**src/tlpg_pkg.sv**
```systemverilog
// package of constants for the three-level pwm gate controller
package tlpg_pkg;
    // ==================================================================
    // register offsets
    localparam logic [11:0] TLPG_OFF_CTRL     = 12'h000;
    localparam logic [11:0] TLPG_OFF_PERIOD   = 12'h004;
    localparam logic [11:0] TLPG_OFF_DUTY     = 12'h008;
    localparam logic [11:0] TLPG_OFF_LOWEND   = 12'h00c;
    localparam logic [11:0] TLPG_OFF_PRESCALE = 12'h010;
    localparam logic [11:0] TLPG_OFF_STATUS   = 12'h014;
    // ==================================================================
    // control fields
    localparam int TLPG_CTRL_W        = 6;
    localparam int TLPG_BIT_ENABLE    = 0;
    localparam int TLPG_BIT_EXTERNAL  = 1;
    localparam int TLPG_BIT_SKIPFLOAT = 2;
    localparam int TLPG_BIT_SKIPMID   = 3;
    localparam int TLPG_BIT_DCM       = 4;
    localparam int TLPG_BIT_RUN       = 5;
    // ==================================================================
    // reset values
    localparam logic [5:0]  TLPG_RST_CTRL     = 6'h00;
    localparam logic [15:0] TLPG_RST_PERIOD   = 16'h0063;
    localparam logic [15:0] TLPG_RST_DUTY     = 16'h0020;
    localparam logic [15:0] TLPG_RST_LOWEND   = 16'h0040;
    localparam logic [15:0] TLPG_RST_PRESCALE = 16'h0000;
    // ==================================================================
    // three-level pin codes
    localparam logic [1:0] TLPG_LVL_LOW  = 2'h0;
    localparam logic [1:0] TLPG_LVL_MID  = 2'h1;
    localparam logic [1:0] TLPG_LVL_HIGH = 2'h2;
    // ==================================================================
    // gate sequence states, gray along off-high-low-mid; mid-high flips both bits
    typedef enum logic [1:0] {
        TLPG_ST_OFF  = 2'h0,
        TLPG_ST_HIGH = 2'h1,
        TLPG_ST_LOW  = 2'h3,
        TLPG_ST_MID  = 2'h2
    } tlpg_state_t;
endpackage

```
**src/tlpg_ctrl.sv**
```systemverilog
// controller that drives the three-level pwm gate driver pins
module tlpg_ctrl
    import tlpg_pkg::*;
(
    // clock and reset
    input  wire logic        pclk,
    input  wire logic        presetn,
    // apb slave
    input  wire logic        psel,
    input  wire logic        penable,
    input  wire logic        pwrite,
    input  wire logic [11:0] paddr,
    input  wire logic [31:0] pwdata,
    output logic      [31:0] prdata,
    output logic             pready,
    output logic             pslverr,
    // converter sensing
    input  wire logic        zero_current_sense,
    // driver pins
    output logic      [1:0]  pwm_level_q,
    output logic      [1:0]  skip_mode_select_n_q,
    output logic             skip_mode_select_n_oe_q,
    output logic             driver_disable_n_q
);
    // ==================================================================
    // helpers
    function automatic logic reached(input logic [15:0] phase,
                                     input logic [15:0] limit);
        reached = phase >= limit;
    endfunction

    function automatic logic [1:0] lvl_of(input tlpg_state_t st);
        case (st)
            TLPG_ST_HIGH: lvl_of = TLPG_LVL_HIGH;
            TLPG_ST_MID:  lvl_of = TLPG_LVL_MID;
            default:      lvl_of = TLPG_LVL_LOW;
        endcase
    endfunction

    // ==================================================================
    // registers and timebase
    logic [5:0]  ctrl_q;
    logic [15:0] period_q, duty_q, lowend_q, prescale_q, phase_q;
    logic [31:0] status;
    logic        tick, cycle_start;
    tlpg_state_t state_q, state_d;
    logic        ext_q, ext_d, dcm_q, dcm_d, float_q, float_d;
    logic        smid_q, smid_d, go, lowend_hit;
    logic [15:0] dcm_cnt_q, dcm_cnt_d;
    logic [1:0]  skip_d, pwm_d;
    logic        skip_oe_d, dis_n_d;

    assign status = {dcm_cnt_q, 8'h0, skip_mode_select_n_q, pwm_level_q,
                     dcm_q, ext_q, state_q};

    tlpg_regs u_regs (
        .pclk       (pclk),
        .presetn    (presetn),
        .psel       (psel),
        .penable    (penable),
        .pwrite     (pwrite),
        .paddr      (paddr),
        .pwdata     (pwdata),
        .prdata     (prdata),
        .pready     (pready),
        .pslverr    (pslverr),
        .ctrl_q     (ctrl_q),
        .period_q   (period_q),
        .duty_q     (duty_q),
        .lowend_q   (lowend_q),
        .prescale_q (prescale_q),
        .status     (status)
    );

    tlpg_timebase u_tb (
        .pclk        (pclk),
        .presetn     (presetn),
        .run         (go),
        .prescale    (prescale_q),
        .period      (period_q),
        .tick        (tick),
        .cycle_start (cycle_start),
        .phase_q     (phase_q)
    );

    // clearing enable stops the sequencer in the same cycle
    assign go = driver_disable_n_q && ctrl_q[TLPG_BIT_ENABLE]
                && ctrl_q[TLPG_BIT_RUN];
    assign lowend_hit = reached(phase_q, lowend_q);

    // ==================================================================
    // regime latch: only changes while the driver is disabled
    always_comb begin
        ext_d   = ext_q;
        dcm_d   = dcm_q;
        float_d = float_q;
        smid_d  = smid_q;
        if (!ctrl_q[TLPG_BIT_ENABLE]) begin
            ext_d   = ctrl_q[TLPG_BIT_EXTERNAL];
            dcm_d   = ctrl_q[TLPG_BIT_DCM];
            float_d = ctrl_q[TLPG_BIT_SKIPFLOAT];
            smid_d  = ctrl_q[TLPG_BIT_SKIPMID];
        end
        // a regime change adds no disabled cycle: ext_d equals ext_q whenever enable is set
        dis_n_d   = ctrl_q[TLPG_BIT_ENABLE] && (ext_d == ext_q);
        skip_oe_d = 1'b1;
        if (ext_d) begin
            skip_d = TLPG_LVL_LOW;
        end else if (smid_d) begin
            skip_d = TLPG_LVL_MID;
        end else begin
            skip_d    = TLPG_LVL_HIGH;
            skip_oe_d = !float_d;
        end
    end

    // ==================================================================
    // pwm sequencer
    always_comb begin
        state_d   = state_q;
        dcm_cnt_d = dcm_cnt_q;
        case (state_q)
            TLPG_ST_OFF: begin
                if (go && cycle_start) begin
                    state_d = TLPG_ST_HIGH;
                end
            end
            TLPG_ST_HIGH: begin
                if (!go) begin
                    state_d = TLPG_ST_OFF;
                end else if (tick && reached(phase_q, duty_q)) begin
                    state_d = TLPG_ST_LOW;
                end
            end
            TLPG_ST_LOW: begin
                if (!go) begin
                    state_d = TLPG_ST_OFF;
                end else if (cycle_start) begin
                    state_d = TLPG_ST_HIGH;
                end else if (dcm_q && !ext_q
                             && reached(phase_q, lowend_q)) begin
                    state_d   = TLPG_ST_MID;
                    dcm_cnt_d = dcm_cnt_q + 16'h1;
                end else if (dcm_q && ext_q && zero_current_sense) begin
                    state_d   = TLPG_ST_MID;
                    dcm_cnt_d = dcm_cnt_q + 16'h1;
                end
            end
            default: begin
                if (!go) begin
                    state_d = TLPG_ST_OFF;
                end else if (cycle_start) begin
                    state_d = TLPG_ST_HIGH;
                end
            end
        endcase
        // continuous conduction never reaches mid
        pwm_d = lvl_of(state_d);
    end

    always_ff @(posedge pclk or negedge presetn) begin
        if (!presetn) begin
            state_q                 <= TLPG_ST_OFF;
            dcm_cnt_q               <= 16'h0;
            ext_q                   <= 1'b0;
            dcm_q                   <= 1'b0;
            float_q                 <= 1'b0;
            smid_q                  <= 1'b0;
            pwm_level_q             <= TLPG_LVL_LOW;
            skip_mode_select_n_q    <= TLPG_LVL_HIGH;
            skip_mode_select_n_oe_q <= 1'b0;
            driver_disable_n_q      <= 1'b0;
        end else begin
            state_q                 <= state_d;
            dcm_cnt_q               <= dcm_cnt_d;
            ext_q                   <= ext_d;
            dcm_q                   <= dcm_d;
            float_q                 <= float_d;
            smid_q                  <= smid_d;
            pwm_level_q             <= pwm_d;
            skip_mode_select_n_q    <= skip_d;
            skip_mode_select_n_oe_q <= skip_oe_d;
            driver_disable_n_q      <= dis_n_d;
        end
    end

    // ==================================================================
    // checks
    ccm_no_mid_a: assert property (
        @(posedge pclk) disable iff (!presetn)
        !dcm_q |-> pwm_level_q != TLPG_LVL_MID)
        else $error("mid level used in continuous conduction");

    int_skip_high_a: assert property (
        @(posedge pclk) disable iff (!presetn)
        (driver_disable_n_q && !ext_q) |->
        skip_mode_select_n_q != TLPG_LVL_LOW)
        else $error("skip select low in internal detection");

    ext_skip_low_a: assert property (
        @(posedge pclk) disable iff (!presetn)
        (driver_disable_n_q && ext_q) |->
        (skip_mode_select_n_q == TLPG_LVL_LOW && skip_mode_select_n_oe_q))
        else $error("skip select not held low in external detection");

    regime_stable_a: assert property (
        @(posedge pclk) disable iff (!presetn)
        (driver_disable_n_q && $past(driver_disable_n_q)) |->
        $stable(ext_q) && $stable(skip_mode_select_n_q))
        else $error("regime changed while driver enabled");

    ext_zero_mid_a: assert property (
        @(posedge pclk) disable iff (!presetn)
        (state_q == TLPG_ST_LOW && go && dcm_q && ext_q
         && zero_current_sense && !cycle_start)
        |=> pwm_level_q == TLPG_LVL_MID)
        else $error("zero current sensed but pwm not mid");

    int_dcm_mid_a: assert property (
        @(posedge pclk) disable iff (!presetn)
        (state_q == TLPG_ST_LOW && go && dcm_q && !ext_q
         && reached(phase_q, lowend_q) && !cycle_start)
        |=> pwm_level_q == TLPG_LVL_MID)
        else $error("internal detection did not enter mid");

    // ==================================================================
    // sequence checks
    mid_from_low_a: assert property (
        @(posedge pclk) disable iff (!presetn)
        (pwm_level_q == TLPG_LVL_MID && $past(pwm_level_q) != TLPG_LVL_MID)
        |-> $past(pwm_level_q) == TLPG_LVL_LOW)
        else $error("mid level entered from other than low");

    int_mid_cause_a: assert property (
        @(posedge pclk) disable iff (!presetn)
        (dcm_q && !ext_q && pwm_level_q == TLPG_LVL_MID
         && $past(pwm_level_q) == TLPG_LVL_LOW) |-> $past(lowend_hit))
        else $error("internal detection left low before low end");

    ext_mid_cause_a: assert property (
        @(posedge pclk) disable iff (!presetn)
        (dcm_q && ext_q && pwm_level_q == TLPG_LVL_MID
         && $past(pwm_level_q) == TLPG_LVL_LOW)
        |-> $past(zero_current_sense))
        else $error("external detection entered mid without zero current");

    ext_wait_zero_a: assert property (
        @(posedge pclk) disable iff (!presetn)
        (state_q == TLPG_ST_LOW && go && dcm_q && ext_q
         && !zero_current_sense && !cycle_start)
        |=> pwm_level_q == TLPG_LVL_LOW)
        else $error("external detection left low without zero current");

    mid_holds_a: assert property (
        @(posedge pclk) disable iff (!presetn)
        (pwm_level_q == TLPG_LVL_MID && go && !cycle_start)
        |=> pwm_level_q == TLPG_LVL_MID)
        else $error("mid level left before period start");

    mid_count_a: assert property (
        @(posedge pclk) disable iff (!presetn)
        (pwm_level_q == TLPG_LVL_MID && $past(pwm_level_q) == TLPG_LVL_LOW)
        |-> dcm_cnt_q == $past(dcm_cnt_q) + 16'h1)
        else $error("mid entry not counted");

    high_on_start_a: assert property (
        @(posedge pclk) disable iff (!presetn)
        (pwm_level_q == TLPG_LVL_HIGH && $past(pwm_level_q) != TLPG_LVL_HIGH)
        |-> $past(cycle_start))
        else $error("pwm raised outside period start");

    duty_end_low_a: assert property (
        @(posedge pclk) disable iff (!presetn)
        (state_q == TLPG_ST_HIGH && go && tick
         && reached(phase_q, duty_q))
        |=> pwm_level_q == TLPG_LVL_LOW)
        else $error("pwm not low after duty end");

    idle_pwm_low_a: assert property (
        @(posedge pclk) disable iff (!presetn)
        !driver_disable_n_q |-> pwm_level_q == TLPG_LVL_LOW)
        else $error("pwm not low while driver disabled");

    skip_oe_stable_a: assert property (
        @(posedge pclk) disable iff (!presetn)
        (driver_disable_n_q && $past(driver_disable_n_q)) |->
        $stable(skip_mode_select_n_oe_q))
        else $error("skip pin drive changed while driver enabled");
endmodule

```
**src/tlpg_regs.sv**
```systemverilog
// apb register file of the three-level pwm gate controller
module tlpg_regs
    import tlpg_pkg::*;
(
    // clock and reset
    input  wire logic        pclk,
    input  wire logic        presetn,
    // apb slave
    input  wire logic        psel,
    input  wire logic        penable,
    input  wire logic        pwrite,
    input  wire logic [11:0] paddr,
    input  wire logic [31:0] pwdata,
    output logic      [31:0] prdata,
    output logic             pready,
    output logic             pslverr,
    // register contents
    output logic      [5:0]  ctrl_q,
    output logic      [15:0] period_q,
    output logic      [15:0] duty_q,
    output logic      [15:0] lowend_q,
    output logic      [15:0] prescale_q,
    input  wire logic [31:0] status
);
    logic [5:0]  ctrl_d;
    logic [15:0] period_d, duty_d, lowend_d, prescale_d;
    logic [31:0] prdata_d;
    logic        pready_d, pslverr_d, hit, done;

    // one wait state: answer registered on the first access cycle
    always_comb begin
        ctrl_d     = ctrl_q;
        period_d   = period_q;
        duty_d     = duty_q;
        lowend_d   = lowend_q;
        prescale_d = prescale_q;
        prdata_d   = prdata;
        hit        = 1'b1;
        done       = psel && penable && pready;
        pready_d   = psel && penable && !pready;
        if (paddr == TLPG_OFF_CTRL) begin
            prdata_d = {26'h0, ctrl_q};
        end else if (paddr == TLPG_OFF_PERIOD) begin
            prdata_d = {16'h0, period_q};
        end else if (paddr == TLPG_OFF_DUTY) begin
            prdata_d = {16'h0, duty_q};
        end else if (paddr == TLPG_OFF_LOWEND) begin
            prdata_d = {16'h0, lowend_q};
        end else if (paddr == TLPG_OFF_PRESCALE) begin
            prdata_d = {16'h0, prescale_q};
        end else if (paddr == TLPG_OFF_STATUS) begin
            prdata_d = status;
        end else begin
            prdata_d = 32'h0;
            hit      = 1'b0;
        end
        if (!pready_d) begin
            prdata_d = prdata;
        end
        pslverr_d = pready_d && !hit;
        if (done && pwrite && !pslverr) begin
            if (paddr == TLPG_OFF_CTRL) begin
                ctrl_d = pwdata[5:0];
            end else if (paddr == TLPG_OFF_PERIOD) begin
                period_d = pwdata[15:0];
            end else if (paddr == TLPG_OFF_DUTY) begin
                duty_d = pwdata[15:0];
            end else if (paddr == TLPG_OFF_LOWEND) begin
                lowend_d = pwdata[15:0];
            end else if (paddr == TLPG_OFF_PRESCALE) begin
                prescale_d = pwdata[15:0];
            end
        end
    end

    always_ff @(posedge pclk or negedge presetn) begin
        if (!presetn) begin
            ctrl_q     <= TLPG_RST_CTRL;
            period_q   <= TLPG_RST_PERIOD;
            duty_q     <= TLPG_RST_DUTY;
            lowend_q   <= TLPG_RST_LOWEND;
            prescale_q <= TLPG_RST_PRESCALE;
            prdata     <= 32'h0;
            pready     <= 1'b0;
            pslverr    <= 1'b0;
        end else begin
            ctrl_q     <= ctrl_d;
            period_q   <= period_d;
            duty_q     <= duty_d;
            lowend_q   <= lowend_d;
            prescale_q <= prescale_d;
            prdata     <= prdata_d;
            pready     <= pready_d;
            pslverr    <= pslverr_d;
        end
    end
endmodule

```
**src/tlpg_timebase.sv**
```systemverilog
// prescaled switching-period timebase
module tlpg_timebase
    import tlpg_pkg::*;
(
    // clock and reset
    input  wire logic        pclk,
    input  wire logic        presetn,
    // setup
    input  wire logic        run,
    input  wire logic [15:0] prescale,
    input  wire logic [15:0] period,
    // timing out
    output logic             tick,
    output logic             cycle_start,
    output logic      [15:0] phase_q
);
    logic [15:0] div_q, div_d, phase_d;
    logic        tick_d, start_d;

    always_comb begin
        div_d   = div_q;
        phase_d = phase_q;
        tick_d  = 1'b0;
        start_d = 1'b0;
        if (!run) begin
            div_d   = 16'h0;
            phase_d = period;
        end else if (div_q >= prescale) begin
            div_d  = 16'h0;
            tick_d = 1'b1;
            if (phase_q >= period) begin
                phase_d = 16'h0;
                start_d = 1'b1;
            end else begin
                phase_d = phase_q + 16'h1;
            end
        end else begin
            div_d = div_q + 16'h1;
        end
    end

    always_ff @(posedge pclk or negedge presetn) begin
        if (!presetn) begin
            div_q       <= 16'h0;
            phase_q     <= 16'h0;
            tick        <= 1'b0;
            cycle_start <= 1'b0;
        end else begin
            div_q       <= div_d;
            phase_q     <= phase_d;
            tick        <= tick_d;
            cycle_start <= start_d;
        end
    end
endmodule
```
**config.mk**
```make
export PLATFORM = sky130hd
export DESIGN_NAME = tlpg_ctrl
export DESIGN_NICKNAME = d
export VERILOG_FILES = /design/src/tlpg_pkg.sv /design/src/tlpg_ctrl.sv /design/src/tlpg_regs.sv /design/src/tlpg_timebase.sv
export SDC_FILE = /design/constraint.sdc
export NUM_CORES = 1
export LEC_CHECK = 0
export BUFFER_PORTS_ARGS = -buffer_cell sky130_fd_sc_hd__buf_2
export CORE_MARGIN = 5
export CORE_UTILIZATION = 54
export CTS_CLUSTER_SIZE = 40
export DETAILED_ROUTE_END_ITERATION = 6
export GPL_ROUTABILITY_DRIVEN = 0
export PLACE_DENSITY = 0.77
export SLEW_MARGIN = 10
export SYNTH_ARGS = -nofsm -noshare
export SYNTH_HDL_FRONTEND = slang
export SYNTH_SLANG_ARGS = --single-unit
export TNS_END_PERCENT = 1
```
**constraint.sdc**
```tcl
create_clock -name pclk -period 2.55 [get_ports pclk]
set_clock_uncertainty 0.2 [all_clocks]
set_input_delay 0.1275 -clock pclk [delete_from_list [all_inputs] [get_ports pclk]]
set_output_delay 0.1275 -clock pclk [all_outputs]
set_load 0.05 [all_outputs]
```
=== After elaboration in Yosys (flattened, before gate mapping) ===
Cells that the tools add are included.

* Register bits after elaboration: 166
* Input bits: 50
* Output and inout bits: 40

* $add $sub $neg: 3
* Order comparisons: 4
* Eq/ne operators: 11
* Mux-type cells: 42
* Bitwise logic cells: 5
* Reduce and logical (&&, ||, !) cells: 29

{| class="wikitable"
|+ Operators by type and width
! kind !! count
|-
| $mux W32 || 6
|-
| $mux W16 || 7
|-
| $ge A16 B16 Y1 || 4
|-
| $add A16 B1 Y16 const B || 3
|-
| $eq A12 B4 Y1 const B || 2
|-
| $eq A12 B5 Y1 const B || 2
|-
| $mux W2 || 11
|-
| $mux W1 || 16
|-
| $logic_and A1 B1 Y1 || 15
|-
| $eq A12 B3 Y1 const B || 1
|-
| $logic_not A12 Y1 || 1
|-
| $reduce_and A4 Y1 || 2
|-
| $pmux W2 S3 || 1
|-
| $reduce_and A6 Y1 || 1
|-
| $logic_not A1 Y1 || 5
|-
| $not A1 Y1 || 5
|-
| $reduce_and A5 Y1 || 1
|-
| $eq A2 B1 Y1 const B || 2
|-
| $eq A2 B2 Y1 const B || 2
|-
| $pmux W2 S2 || 1
|-
| $reduce_and A3 Y1 || 1
|-
| $logic_not A2 Y1 || 1
|-
| $ne A2 B1 Y1 const B || 1
|-
| $reduce_and A2 Y1 || 1
|-
| 2 further kinds || 2
|}

=== Longest topological paths before layout ===
Gate-level depths: netlist (run 1).

* Depth after elaboration: 9
* Depth in mapped cells: 10
* Depth with buffers taken out: 8

=== Cells and area by module ===
Synthesis (run 1) repeated with hierarchy kept, for this count alone.

* Cells, all modules: 849
* Area, all modules: 9,192.6 um^2

{| class="wikitable"
|+ Modules (own cells, without submodules)
! module !! instances !! cells each !! area each (um^2) !! seq. area each (um^2)
|-
| tlpg_regs || 1 || 348 || 4,678.2 || 2,610.0
|-
| tlpg_timebase || 1 || 290 || 2,516.2 || 850.8
|-
| tlpg_ctrl || 1 || 211 || 1,998.2 || 701.9
|}

=== Worst setup path before layout (run 1) ===
Ideal clock, no wire load.

* Path kind: register to register
* Start: register u_regs.period_q[5]
* End: register u_tb.phase_q[15]
* Arrival: 2.420 ns
* Data required time: 2.264 ns
* Path slack: -0.155 ns
* Stages on the path, launching flop included: 11
* Buffers on the path: 2
* Clock period less this slack: 2.705 ns
* Cell sequence: dfstp_2 > inv_1 > ha_1 > a2111oi_2 > o21ai_1 > a31o_1 > or4_1 > buf_2 > buf_6 > o21a_1 > o221ai_2

* Cells in the longest elaborated chain, start to end: 4

{| class="wikitable"
|+ Ends and longest elaborated chain
! what !! RTL line !! text
|-
| from (decl) || tlpg_regs.sv:19 || <nowiki>output logic [15:0] period_q,</nowiki>
|-
| from (signal assigned) || tlpg_regs.sv:88 || <nowiki>period_q <= period_d;</nowiki>
|-
| $ge A16 B16 Y1 || tlpg_timebase.sv:31 || <nowiki>if (phase_q >= period) begin</nowiki>
|-
| $mux W16 || tlpg_timebase.sv:31 ||
|-
| $mux W16 || tlpg_timebase.sv:28 || <nowiki>end else if (div_q >= prescale) begin</nowiki>
|-
| $mux W16 || tlpg_timebase.sv:25 || <nowiki>if (!run) begin</nowiki>
|-
| to (signal assigned) || tlpg_timebase.sv:50 || <nowiki>phase_q <= phase_d;</nowiki>
|-
| to (decl) || tlpg_timebase.sv:15 || <nowiki>output logic [15:0] phase_q</nowiki>
|}

No other way between the ends. The select of a mux whose other input is x is not followed.
A chain may end at the register's enable or synchronous reset.

=== Final worst setup path (run 1) ===
* Start: register u_regs.period_q[5]
* End: register u_tb.phase_q[2]

The elaborated chain is that of the path after synthesis.

==> summary.md, run 1 <==
| Metric | Value |
|---|---|
| Outcome | finished with violations |
| Failing checks | negative setup slack |
| Warnings from Yosys | 0 |
| Multi-input logic area | 4431 sq um |
| Final Setup Violations | 12 |
| Comb power frac | 0.043 |
| Sequential share of power | 0.487 |
| Buffers on Ports | 73 |
| Pwr Density | about 500 nW/um^2 |
| Data arrival, critical path | 2.81 ns |
| P_leak | 5.418 nW |
| Met2 wire length | 12060 um |
| CTS tree | yes |
| Fmax achieved | roughly 380 MHz |
| Detail Placement HPWL | 17630 um |
| Residual DRC | 0 |
| Mux cell area share after synthesis | 0.06452 |
| Largest net degree at the start of global routing | 62 |
| Number of antenna violations at the first check in global routing | 0 |
| Width of the die | 138.8 um |
| Die footprint | 19270 sq um |
| # nets final | 1180 |
| Routed Antenna Nets | 0 |
| Register area | 4163 sq um |
| Initial core utilization | 0.5461 |
| Area Growth Syn to Fin | 21.48% |
| Yosys cell types | 63 |
| GRT Resource Usage Total | 0.2513 |
| Sequential-to-total area share from yosys stat | 0.4646 |
| Total placed cells including tap cells | 1244 |
| Post-place setup slack | -0.1118 ns |
| Min cycle time layout | 2.640 ns |
| Netlist Area Pre-Place | 8960 sq um |
| H-tree depth | 4 |
| Highest Signal Layer | met4 |
| RSZ-0062 raised after global routing | true |
| Metal-1 WL | 10230 um |
| WL/cell | 18.63 um |
| Post-synth EDFFs | 0 |
| Post-Synth XOR/XNOR Area | 0.02542 |
| Simple-gate portion of the synthesized area | 0.1586 |
| Layout cells sized above 1 | 0.2205 |
| Filler cells | 1289 |
| Clk buf depth | 2 |
| Number of global-route vias before repair | around 7400 |
| Die H | 138.8 um |
| First-pass GRT wire length | just under 40000 um |
| Initial detailed-routing violation count | 530 |
| Worst path required time | 2.72 ns |
| Worst slew pin tran | approximately 0.74 ns |
| Std-Cell Rows | 47 |
| Max Slew Vio Count | 0 |
| Ant diodes | 0 |
| Fin cells | ~1300 |
| Final worst path period share | 1.035 |
| Metal3 WL | 1125 um |
| Router iterations before antenna repair | 5 |
| Max-cap violations | 0 |
| Startpoint types | flip-flop |
| Worst Setup Slack, final | -0.09010 ns |
| Syn_nets | 1041 |
| Clock power share | 0.470 |
| Clock sink total | 166 |
| Cts bufs inserted | 17 |
| Hold Crit Class | primary input to asynchronous set/reset pin |
| Compound-Gate Fraction of Synth Area | 0.1416 |
| Clock Pin Slew Worst Setup and Hold Paths | roughly 0.070 ns |
| Post-Syn Instances | 924 |
| Largest family of logic cells by synthesized area | simple AND/OR/NAND/NOR gates |
| Mapped Avg Cell Area | about 9.7 sq um |
| Vias per inst | 5.775 |
| Worst setup EP type | flip-flop |
| Root Buffer | clkbuf_16 |
| Main synth FF type | dfrtp_1 |
| Pwr Total | between 5 and 6 mW |
| Overflow after GRT | 0 |
| Sw Share | 0.2429 |
| Power Internal | 4.111 mW |
| Asr flop ratio synth | 1.000 |
| Drt total wl | 24130 um |
| Worst-Skew Late Latency | 0.43 ns |
| Final Hold Viols | 0 |
| Core area | 16410 sq um |
| Adder-Cell Fraction of Synth Area | 0.09356 |
| VDD IR-drop max | 462.0 uV |
| Synthesis-stage register bit count | 166 |
| Via count | 7479 |
| P_sw | 1.319 mW |
| Max-slew headroom | 0.5049 |
| Critical setup path kind | flip-flop to flip-flop |
| I/O Pins | 90 |
| CP max FO | 5 |
==> per-layer routing <==
metal,vias to the layer above,GRT usage
li1,3538,-
met1,3676,0.3263
met2,212,0.4273
met3,53,0.04379
met4,0,0.08702
met5,-,0
==> worst paths after layout <==
| kind | from | end | slack [ns] | cells after the start |
|---|---|---|---|---|
| max reg2reg | u_regs.period_q[5]$_DFFE_PN1P_ | u_tb.phase_q[2]$_DFFE_PN0P_ | -0.09 | 9 |
| min reg2reg | u_regs.prdata[20]$_DFFE_PN0P_ | u_regs.prdata[20]$_DFFE_PN0P_ | 0.26 | 2 |
| max in group asynchronous | presetn | u_regs.period_q[0]$_DFFE_PN1P_ | 1.35 | 3 |
| min | presetn | u_regs.prdata[23]$_DFFE_PN0P_ | 0.04 | 2 |
| min in group pclk | penable | u_regs.prdata[6]$_DFFE_PN0P_ | 0.05 | 6 |
| max | u_regs.period_q[5]$_DFFE_PN1P_ | u_tb.phase_q[2]$_DFFE_PN0P_ | -0.09 | 9 |
==> final cells by class <==
class / count / share of cell area
clock inverters: 13 / 0.01230
inverters: 71 / 0.02449
repair buffers: 164 / 0.1081
clock buffers: 18 / 0.04035
well taps: 220 / 0.02529
multi-input cells: 643 / 0.4071
flip-flops and latches: 166 / 0.3825
==> synth_stat cells (all sizes together), types with 2 or more instances <==
| cell | number | area [sq um] |
|---|---|---|
| dfrtp | 159 | 3979 |
| nand2 | 128 | 483.0 |
| o21ai | 85 | 425.4 |
| inv | 71 | 266.5 |
| ha | 67 | 838.3 |
| nor2 | 50 | 187.7 |
| a21oi | 31 | 155.2 |
| mux2 | 30 | 337.8 |
| nand3 | 29 | 145.1 |
| clkbuf | 28 | 105.1 |
| mux2i | 24 | 240.2 |
| and3 | 19 | 118.9 |
| xnor2 | 19 | 166.4 |
| buf | 16 | 91.34 |
| nor3 | 16 | 85.08 |
| a221oi | 13 | 113.9 |
| o22ai | 12 | 75.07 |
| a221o | 11 | 111.4 |
| and2 | 10 | 62.56 |
| o2111ai | 10 | 87.58 |
| and4 | 8 | 70.07 |
| dfstp | 7 | 183.9 |
| nand4 | 7 | 43.79 |
| o211ai | 7 | 52.55 |
| xor2 | 7 | 61.31 |
| nor4 | 6 | 37.54 |
| or3 | 6 | 37.54 |
| a21o | 5 | 37.54 |
| nand2b | 5 | 31.28 |
| a211oi | 4 | 30.03 |
| nor2b | 4 | 25.02 |
| o21a | 4 | 30.03 |
| a22oi | 3 | 22.52 |
| a2111oi | 2 | 23.77 |
| a31o | 2 | 17.52 |
| nor4b | 2 | 30.03 |
| o221ai | 2 | 23.77 |
| or3b | 2 | 17.52 |
==> logic make-up after synthesis <==
kind of cell | Yosys count
simple gates | 298
compound gates | 198
mux | 54
flops | 166
xor+xnor | 26
fa+ha+maj | 67
buf+inv | 115
==> layout by cell type, fill, tap and decap left out, drive strengths merged, types with 7 or more instances in the layout <==
cell type	synthesis	layout
dfrtp	159	159
buf	16	145
nand2	128	128
o21ai	85	85
inv	71	79
ha	67	67
nor2	50	50
a21oi	31	31
mux2	30	30
nand3	29	29
mux2i	24	24
xnor2	19	19
dlygate4sd3	0	19
and3	19	19
clkbuf	28	18
nor3	16	16
a221oi	13	13
o22ai	12	12
a221o	11	11
o2111ai	10	10
and2	10	10
and4	8	8
nand4	7	7
o211ai	7	7
xor2	7	7
dfstp	7	7
==> sequential cells by signal, summed over array words and instances (netlist names), 2 cells and up <==
register              count
u_regs.period_q          16
u_regs.ctrl_q             6
u_regs.prescale_q        16
dcm_cnt_q                16
u_tb.div_q               16
state_q                   2
u_regs.lowend_q          16
pwm_level_q               2
u_regs.prdata            32
u_regs.duty_q            16
u_tb.phase_q             16
skip_mode_select_n_q      2
==> metrics by stage <==
step / cell area (sq um) / TNS [ns] / hold WS [ns] / util
2_1_floorplan: 8997 / -0.03022 / -0.3681 / -
3_3_place_gp: 10050 / -0.1616 / -0.05989 / 0.6128
3_5_place_dp: 10050 / -0.6275 / -0.05560 / 0.6128
4_1_cts: 10830 / -1.011 / 0.01594 / 0.6600
5_1_grt: 10880 / -2.028 / 0.07170 / 0.6634
6_report: 10880 / -0.5630 / 0.03972 / 0.6634
==> power groups by stage <==
stage,combinational [mW],clock (mW),sequential [mW]
CTS,0.236,2.56,2.64
floorplan,0.0559,0,2.72
global route,0.256,2.68,2.64
detailed placement,0.213,0,2.69
finish,0.234,2.55,2.65
global placement,0.211,0,2.69
==> worst max-delay path, stage by stage (launching register included) <==
cell	delay, ns
dfstp_2	0.54
inv_2	0.05
ha_4	0.17
a2111oi_4	0.32
o21ai_1	0.14
a31o_1	0.21
or4_4	0.44
buf_6	0.15
nor4b_4	0.23
a221o_2	0.14
==> what timing repair did <==
item	CTS	global route
endpoints found under the setup margin	17	45
hold buffers	19	0
endpoints found under the hold margin	231	0
buffers inserted	0	1
pin swaps	2	3
gates resized for setup	6	15
(Power assumes the default switching activity.)
==> run 2, diff against run 1 <==
--- a/config.mk
+++ b/config.mk
@@ -14,3 +14,3 @@
 export PLACE_DENSITY = 0.77
-export SLEW_MARGIN = 10
+export SLEW_MARGIN = 20
 export SYNTH_ARGS = -nofsm -noshare
--- a/constraint.sdc
+++ b/constraint.sdc
@@ -4,2 +4,2 @@
 set_output_delay 0.1275 -clock pclk [all_outputs]
-set_load 0.05 [all_outputs]
+set_load 0.1 [all_outputs]
==> run 2 against run 1 <==
The flow still finishes with violations (negative setup slack). Sequential share of layout area is 0.23 points lower. Global-route usage is 0.63 points higher. Combinational power is 13% higher. Final area is 0.67% higher. Non-clock buffer count is 1 lower. Maximum frequency is 0.18% lower. Die area stayed put. Flip-flop and latch count stayed put. Largest cell class unchanged. Largest power group is now the clock network.
==> summary.md, run 2 (synthesis results as in run 1) <==
| Metric | Value |
|---|---|
| Setup Buffers After CTS | 0 (unchanged) |
| Final Hold Viols | 0 (unchanged) |
| Hold_ws | 0.03717 ns (-0.002550 ns) |
| Hold Crit Class | primary input to asynchronous set/reset pin |
| Die footprint | 19270 sq um (unchanged) |
| VDD IR-drop max | 529.7 uV (+15%) |
| Clock Pin Slew Worst Setup and Hold Paths | 0.07 ns (about the same) |
| Layout cells sized above 1 | 0.2177 (-0.002791) |
| Worst path required time | 2.73 ns (about the same) |
| I/O Pins | 90 (unchanged) |
| Commonest non-fill, non-tap cell in the layout | dfrtp_1 |
| Post-layout util | 0.6678 (+0.004424) |
| Post-route cell area | 10960 sq um (+0.67%) |
| Worst setup EP type | flip-flop |
| Via count | 7500 (+0.28%) |
| Max-slew headroom | 0.5235 (+0.01864) |
| Outcome | finished with violations |
| Post-place setup slack | -0.08819 ns (+0.02357 ns) |
| Clk buf depth | 2 (unchanged) |
| Fmax achieved | 378.1 MHz (-0.18%) |
| Min cycle time layout | 2.645 ns (+0.004889 ns) |
| Core area | 16410 sq um (unchanged) |
| WL/cell | 18.83 um (+1.1%) |
| Worst Setup Slack, final | -0.09499 ns (-0.004889 ns) |
| Initial detailed-routing violation count | 459 (-13%) |
| Failing checks | negative setup slack |
| Number of global-route vias before repair | 7733 (+4.0%) |
| CP max FO | 6 (+1) |
| Overflow after GRT | 0 (unchanged) |
| H-tree depth | 4 (unchanged) |
| Die H | 138.8 um (unchanged) |
| Total placed cells including tap cells | 1244 (unchanged) |
| Most frequent cells in the layout | dfrtp_1 (157), nand2_1 (127), o21ai_0 (78), buf_2 (72), inv_1 (70) |
| Initial core utilization | 0.5461 (unchanged) |
| # nets final | 1179 (-0.085%) |
| Residual DRC | 0 (unchanged) |
| CTS tree | yes |
| RSZ-0062 raised after global routing | true |
| Largest net degree at the start of global routing | 59 (-4.8%) |
| Drt total wl | 24410 um (+1.1%) |
| Placed inst area | 10050 sq um (about the same) |
| Critical setup path kind | flip-flop to flip-flop |
| Fin cells | 1296 (+0.077%) |
| Vias per inst | 5.787 (+0.20%) |
| Std-Cell Rows | 47 (unchanged) |
| Final Setup Violations | 4 (-8) |
| Area Growth Syn to Fin | 22.29% |
| Pwr Density | 528.4 nW/um^2 (+5.9%) |
| First-pass GRT wire length | 39610 um (+1.9%) |
| Fin Setup TNS | -0.1455 ns (+0.4175 ns) |
| P_leak | 5.441 nW (+0.41%) |
| Max Slew Vio Count | 0 (unchanged) |
| Pwr Total | 5.789 mW (+6.6%) |
| Worst-Skew Late Latency | 0.44 ns (about the same) |
| Detail Placement HPWL | 17730 um (+0.57%) |
| Reg2reg start | u_regs.period_q[5]$_DFFE_PN1P_ |
| Router iterations before antenna repair | 5 (unchanged) |
| Startpoint types | flip-flop |
| Clock sink total | 166 (unchanged) |
| Max-cap violations | 0 (unchanged) |
| FF-to-FF End | u_tb.phase_q[2]$_DFFE_PN0P_ |
| Root Buffer | clkbuf_16 |
| Cts bufs inserted | 17 (unchanged) |
| Most flop-heavy register | u_regs.prdata |
| Data arrival, critical path | 2.82 ns (about the same) |
| GRT Resource Usage Total | 0.2576 (+0.006299) |
| Buffers on Ports | 73 (unchanged) |
| Final worst path period share | 1.037 (+0.001917) |
| Width of the die | 138.8 um (unchanged) |
| Worst slew pin tran | 0.7147 ns (-0.02796 ns) |
| Number of antenna violations at the first check in global routing | 1 (+1) |
| Reg2reg setup slack | -0.09 ns (about the same) |
| Routed Antenna Nets | 0 (unchanged) |
| Max reg flops | 32 (unchanged) |
| R2R cell count | 9 (unchanged) |
[run 2: critical path, cell delays in order, from the launching register on]
cell       delay, ns
dfstp_2         0.54
inv_2           0.05
ha_4            0.16
a2111oi_4       0.30
o21ai_1         0.12
a31o_1          0.21
or4_4           0.43
buf_6           0.15
nor4b_4         0.27
a221o_2         0.15
[run 2: per-layer routing]
metal	routed length, um	up-vias	GRT usage	share of wire
met4	1095	0	0.1365	0.045
met3	1334	66	0.04931	0.055
met2	11910	264	0.4285	0.49
li1	-	3545	-	-
met5	0	-	0	0
met1	10070	3625	0.3188	0.41
[run 2: area by class of cell]
type	instances	area, sq um
multi-input combinational	643	4429
clock buffer	23	478.0
sequential	166	4165
timing repair buffer	163	1165
tap	220	275.3
clock inverter	9	175.2
antenna	1	2.502
fill	1248	5450
inverter	71	266.5
[run 2: what timing repair did]
| item | in CTS | in global routing |
|---|---|---|
| pin swaps | 2 | 0 |
| resized for setup | 6 | 13 |
| hold endpoints to repair | 231 | 0 |
| setup endpoints to repair | 17 | 49 |
| hold buffers | 19 | 0 |
[run 2: worst max path at each step]
stage | slack [ns] | from | to | cells after the start
5_1_grt | -0.24 | u_regs.period_q[5]$_DFFE_PN1P_ | u_tb.phase_q[2]$_DFFE_PN0P_ | 9
2_1_floorplan | -0.03 | u_regs.period_q[5]$_DFFE_PN1P_ | u_tb.phase_q[2]$_DFFE_PN0P_ | 10
3_3_place_gp | -0.05 | u_regs.period_q[5]$_DFFE_PN1P_ | u_tb.phase_q[2]$_DFFE_PN0P_ | 9
4_1_cts | -0.08 | u_regs.period_q[5]$_DFFE_PN1P_ | u_tb.phase_q[2]$_DFFE_PN0P_ | 9
3_5_place_dp | -0.09 | u_regs.period_q[5]$_DFFE_PN1P_ | u_tb.phase_q[2]$_DFFE_PN0P_ | 9
6_report | -0.09 | u_regs.period_q[5]$_DFFE_PN1P_ | u_tb.phase_q[2]$_DFFE_PN0P_ | 9
[run 2: power by group]
group	total [mW]	switching [mW]	internal, mW	leakage, nW
combinational	0.265	0.188	0.0767	3.14
clock	2.88	1.07	1.81	0.313
sequential	2.65	0.00489	2.64	1.99
total	5.79	1.26	4.53	5.44
==> run 3, diff against run 2 <==
==> constraint.sdc (replaced) <==
create_clock -name pclk -period 2.55 [get_ports pclk]
set_clock_uncertainty 0.2 [all_clocks]
set_input_delay 0 -clock pclk [delete_from_list [all_inputs] [get_ports pclk]]
set_output_delay 0 -clock pclk [all_outputs]
set_load 0.1 [all_outputs]
==> run 3 against run 2 <==
The flow still finishes with violations (negative setup slack). Maximum frequency grew 2.3%. Sequential share of layout area hardly changed. Register-to-register slack better by 0.06 ns. Non-clock buffer count is 1 higher. Critical path type unchanged.
==> summary.md, run 3 (synthesis results as in run 1) <==
| Metric | Value |
|---|---|
| Outcome | finished with violations |
| Failing checks | negative setup slack |
| Largest net degree at the start of global routing | 62 (+5.1%) |
| Initial core utilization | 0.5461 (unchanged) |
| Width of the die | 138.8 um (unchanged) |
| Pwr Total | 5.566 mW (-3.9%) |
| Fmax achieved | 386.6 MHz (+2.3%) |
| Worst Setup Slack, final | -0.03663 ns (+0.05836 ns) |
| Root Buffer | clkbuf_16 |
| Routed Antenna Nets | 0 (unchanged) |
| Clock Pin Slew Worst Setup and Hold Paths | 0.06 ns (about the same) |
| First-pass GRT wire length | 39230 um (-0.96%) |
| Number of global-route vias before repair | 7607 (-1.6%) |
| Number of antenna violations at the first check in global routing | 0 (-1) |
| Worst path required time | 2.73 ns (about the same) |
| Hold_ws | 0.09568 ns (+0.05851 ns) |
| Worst-Skew Late Latency | 0.44 ns (about the same) |
| WL/cell | 18.72 um (-0.61%) |
| I/O Pins | 90 (unchanged) |
| Buffers on Ports | 73 (unchanged) |
| Vias per inst | 5.851 (+1.1%) |
| Via count | 7583 (+1.1%) |
| Startpoint types | flip-flop |
| Commonest non-fill, non-tap cell in the layout | dfrtp_1 |
| Max-cap violations | 0 (unchanged) |
| Clk buf depth | 2 (unchanged) |
| Drt total wl | 24260 um (-0.61%) |
| Pwr Density | 507.9 nW/um^2 (-3.9%) |
| Final worst path period share | 1.014 (-0.02289) |
| H-tree depth | 4 (unchanged) |
| CP max FO | 7 (+1) |
| Clock sink total | 166 (unchanged) |
| Setup Buffers After CTS | 0 (unchanged) |
| Die footprint | 19270 sq um (unchanged) |
| Layout cells sized above 1 | 0.2184 (+0.0007271) |
| Hold Crit Class | primary input to flip-flop |
| Max reg flops | 32 (unchanged) |
| Core area | 16410 sq um (unchanged) |
| Worst slew pin tran | 0.7567 ns (+0.04195 ns) |
| # nets final | 1180 (+0.085%) |
| RSZ-0062 raised after global routing | true |
| Max-slew headroom | 0.4955 (-0.02797) |
| Overflow after GRT | 0 (unchanged) |
| P_leak | 5.424 nW (-0.31%) |
| Min cycle time layout | 2.587 ns (-0.05836 ns) |
| Std-Cell Rows | 47 (unchanged) |
| Initial detailed-routing violation count | 480 (+4.6%) |
| VDD IR-drop max | 461.2 uV (-13%) |
| Final Setup Violations | 6 (+2) |
| Max Slew Vio Count | 0 (unchanged) |
| Ant diodes | 0 (-1) |
| Worst setup EP type | flip-flop |
| Die H | 138.8 um (unchanged) |
| Cts bufs inserted | 17 (unchanged) |
| Data arrival, critical path | 2.77 ns (-0.05 ns) |
| Residual DRC | 0 (unchanged) |
| Critical setup path kind | flip-flop to flip-flop |
| Most frequent cells in the layout | dfrtp_1 (158), nand2_1 (127), o21ai_0 (82), buf_2 (72), inv_1 (69) |
| Final Hold Viols | 0 (unchanged) |
| Most flop-heavy register | u_regs.prdata |
| GRT Resource Usage Total | 0.2540 (-0.003595) |
| Router iterations before antenna repair | 6 (+1) |
| Area Growth Syn to Fin | 22.32% (about the same) |
| CTS tree | yes |
| Detail Placement HPWL | 17560 um (-0.97%) |
-- run 3: area by class of cell --
class	instances	area, sq um
timing repair buffer	164	1192
tap	220	275.3
multi-input combinational	643	4454
inverter	71	266.5
clock buffer	20	466.7
clock inverter	12	140.1
fill	1235	5448
sequential	166	4164
-- run 3: critical path, cell delays in order (launching register included) --
cell and delay (ns):
dfstp_2 0.54, inv_2 0.05, ha_4 0.16, a2111oi_4 0.28, o21ai_2 0.11, a31o_1 0.23
or4_4 0.44, buf_6 0.15, nor4b_4 0.24, a221o_2 0.14
-- run 3: worst paths after layout --
kind / from / endpoint / slack [ns] / depth (start not counted)
setup / recovery: u_regs.period_q[5]$_DFFE_PN1P_ / u_tb.phase_q[2]$_DFFE_PN0P_ / -0.04 / 9
hold / removal: pwrite / u_regs.duty_q[0]$_DFFE_PN0P_ / 0.1 / 5
setup reg to reg: u_regs.period_q[5]$_DFFE_PN1P_ / u_tb.phase_q[2]$_DFFE_PN0P_ / -0.04 / 9
hold reg to reg: u_regs.prdata[30]$_DFFE_PN0P_ / u_regs.prdata[30]$_DFFE_PN0P_ / 0.26 / 2
max in group asynchronous: presetn / u_regs.period_q[6]$_DFFE_PN1P_ / 1.32 / 4
min in group asynchronous: presetn / u_regs.prdata[30]$_DFFE_PN0P_ / 0.47 / 4
-- run 3: through the flow --
stage               std cells  worst slack, ns  TNS [ns]  cell area, sq um  utilization
CTS                      1296         -0.08098   -0.4516             10890       0.6635
global route             1296          -0.1745    -2.042             10960       0.6680
global placement         1239         -0.07266  -0.07500             10000       0.6098
detailed placement       1239          -0.1119   -0.4939             10000       0.6098
floorplan                 924         -0.03022  -0.03022              8999            -
finish                   1296         -0.03663   -0.1079             10960       0.6680
-- run 3: metal layers --
| metal | vias up | GRT usage | wire, um |
|---|---|---|---|
| met5 | - | 0 | 0 |
| met4 | 0 | 0.1138 | 1037 |
| met3 | 65 | 0.04241 | 1291 |
| met2 | 236 | 0.4303 | 12050 |
| met1 | 3736 | 0.3209 | 9879 |
| li1 | 3546 | - | - |
-- run 3: timing repair --
item	CTS	global route
hold endpoints to repair	232	0
pin swaps	0	8
setup endpoints to repair	14	30
hold buffers	25	0
gates resized for setup	4	13
-- run 3: power breakdown --
group | leakage (nW) | switching, mW | internal (mW)
combinational | 3.14 | 0.190 | 0.0833
sequential | 1.99 | 0.00472 | 2.64
clock | 0.295 | 1.11 | 1.54
total | 5.42 | 1.31 | 4.26
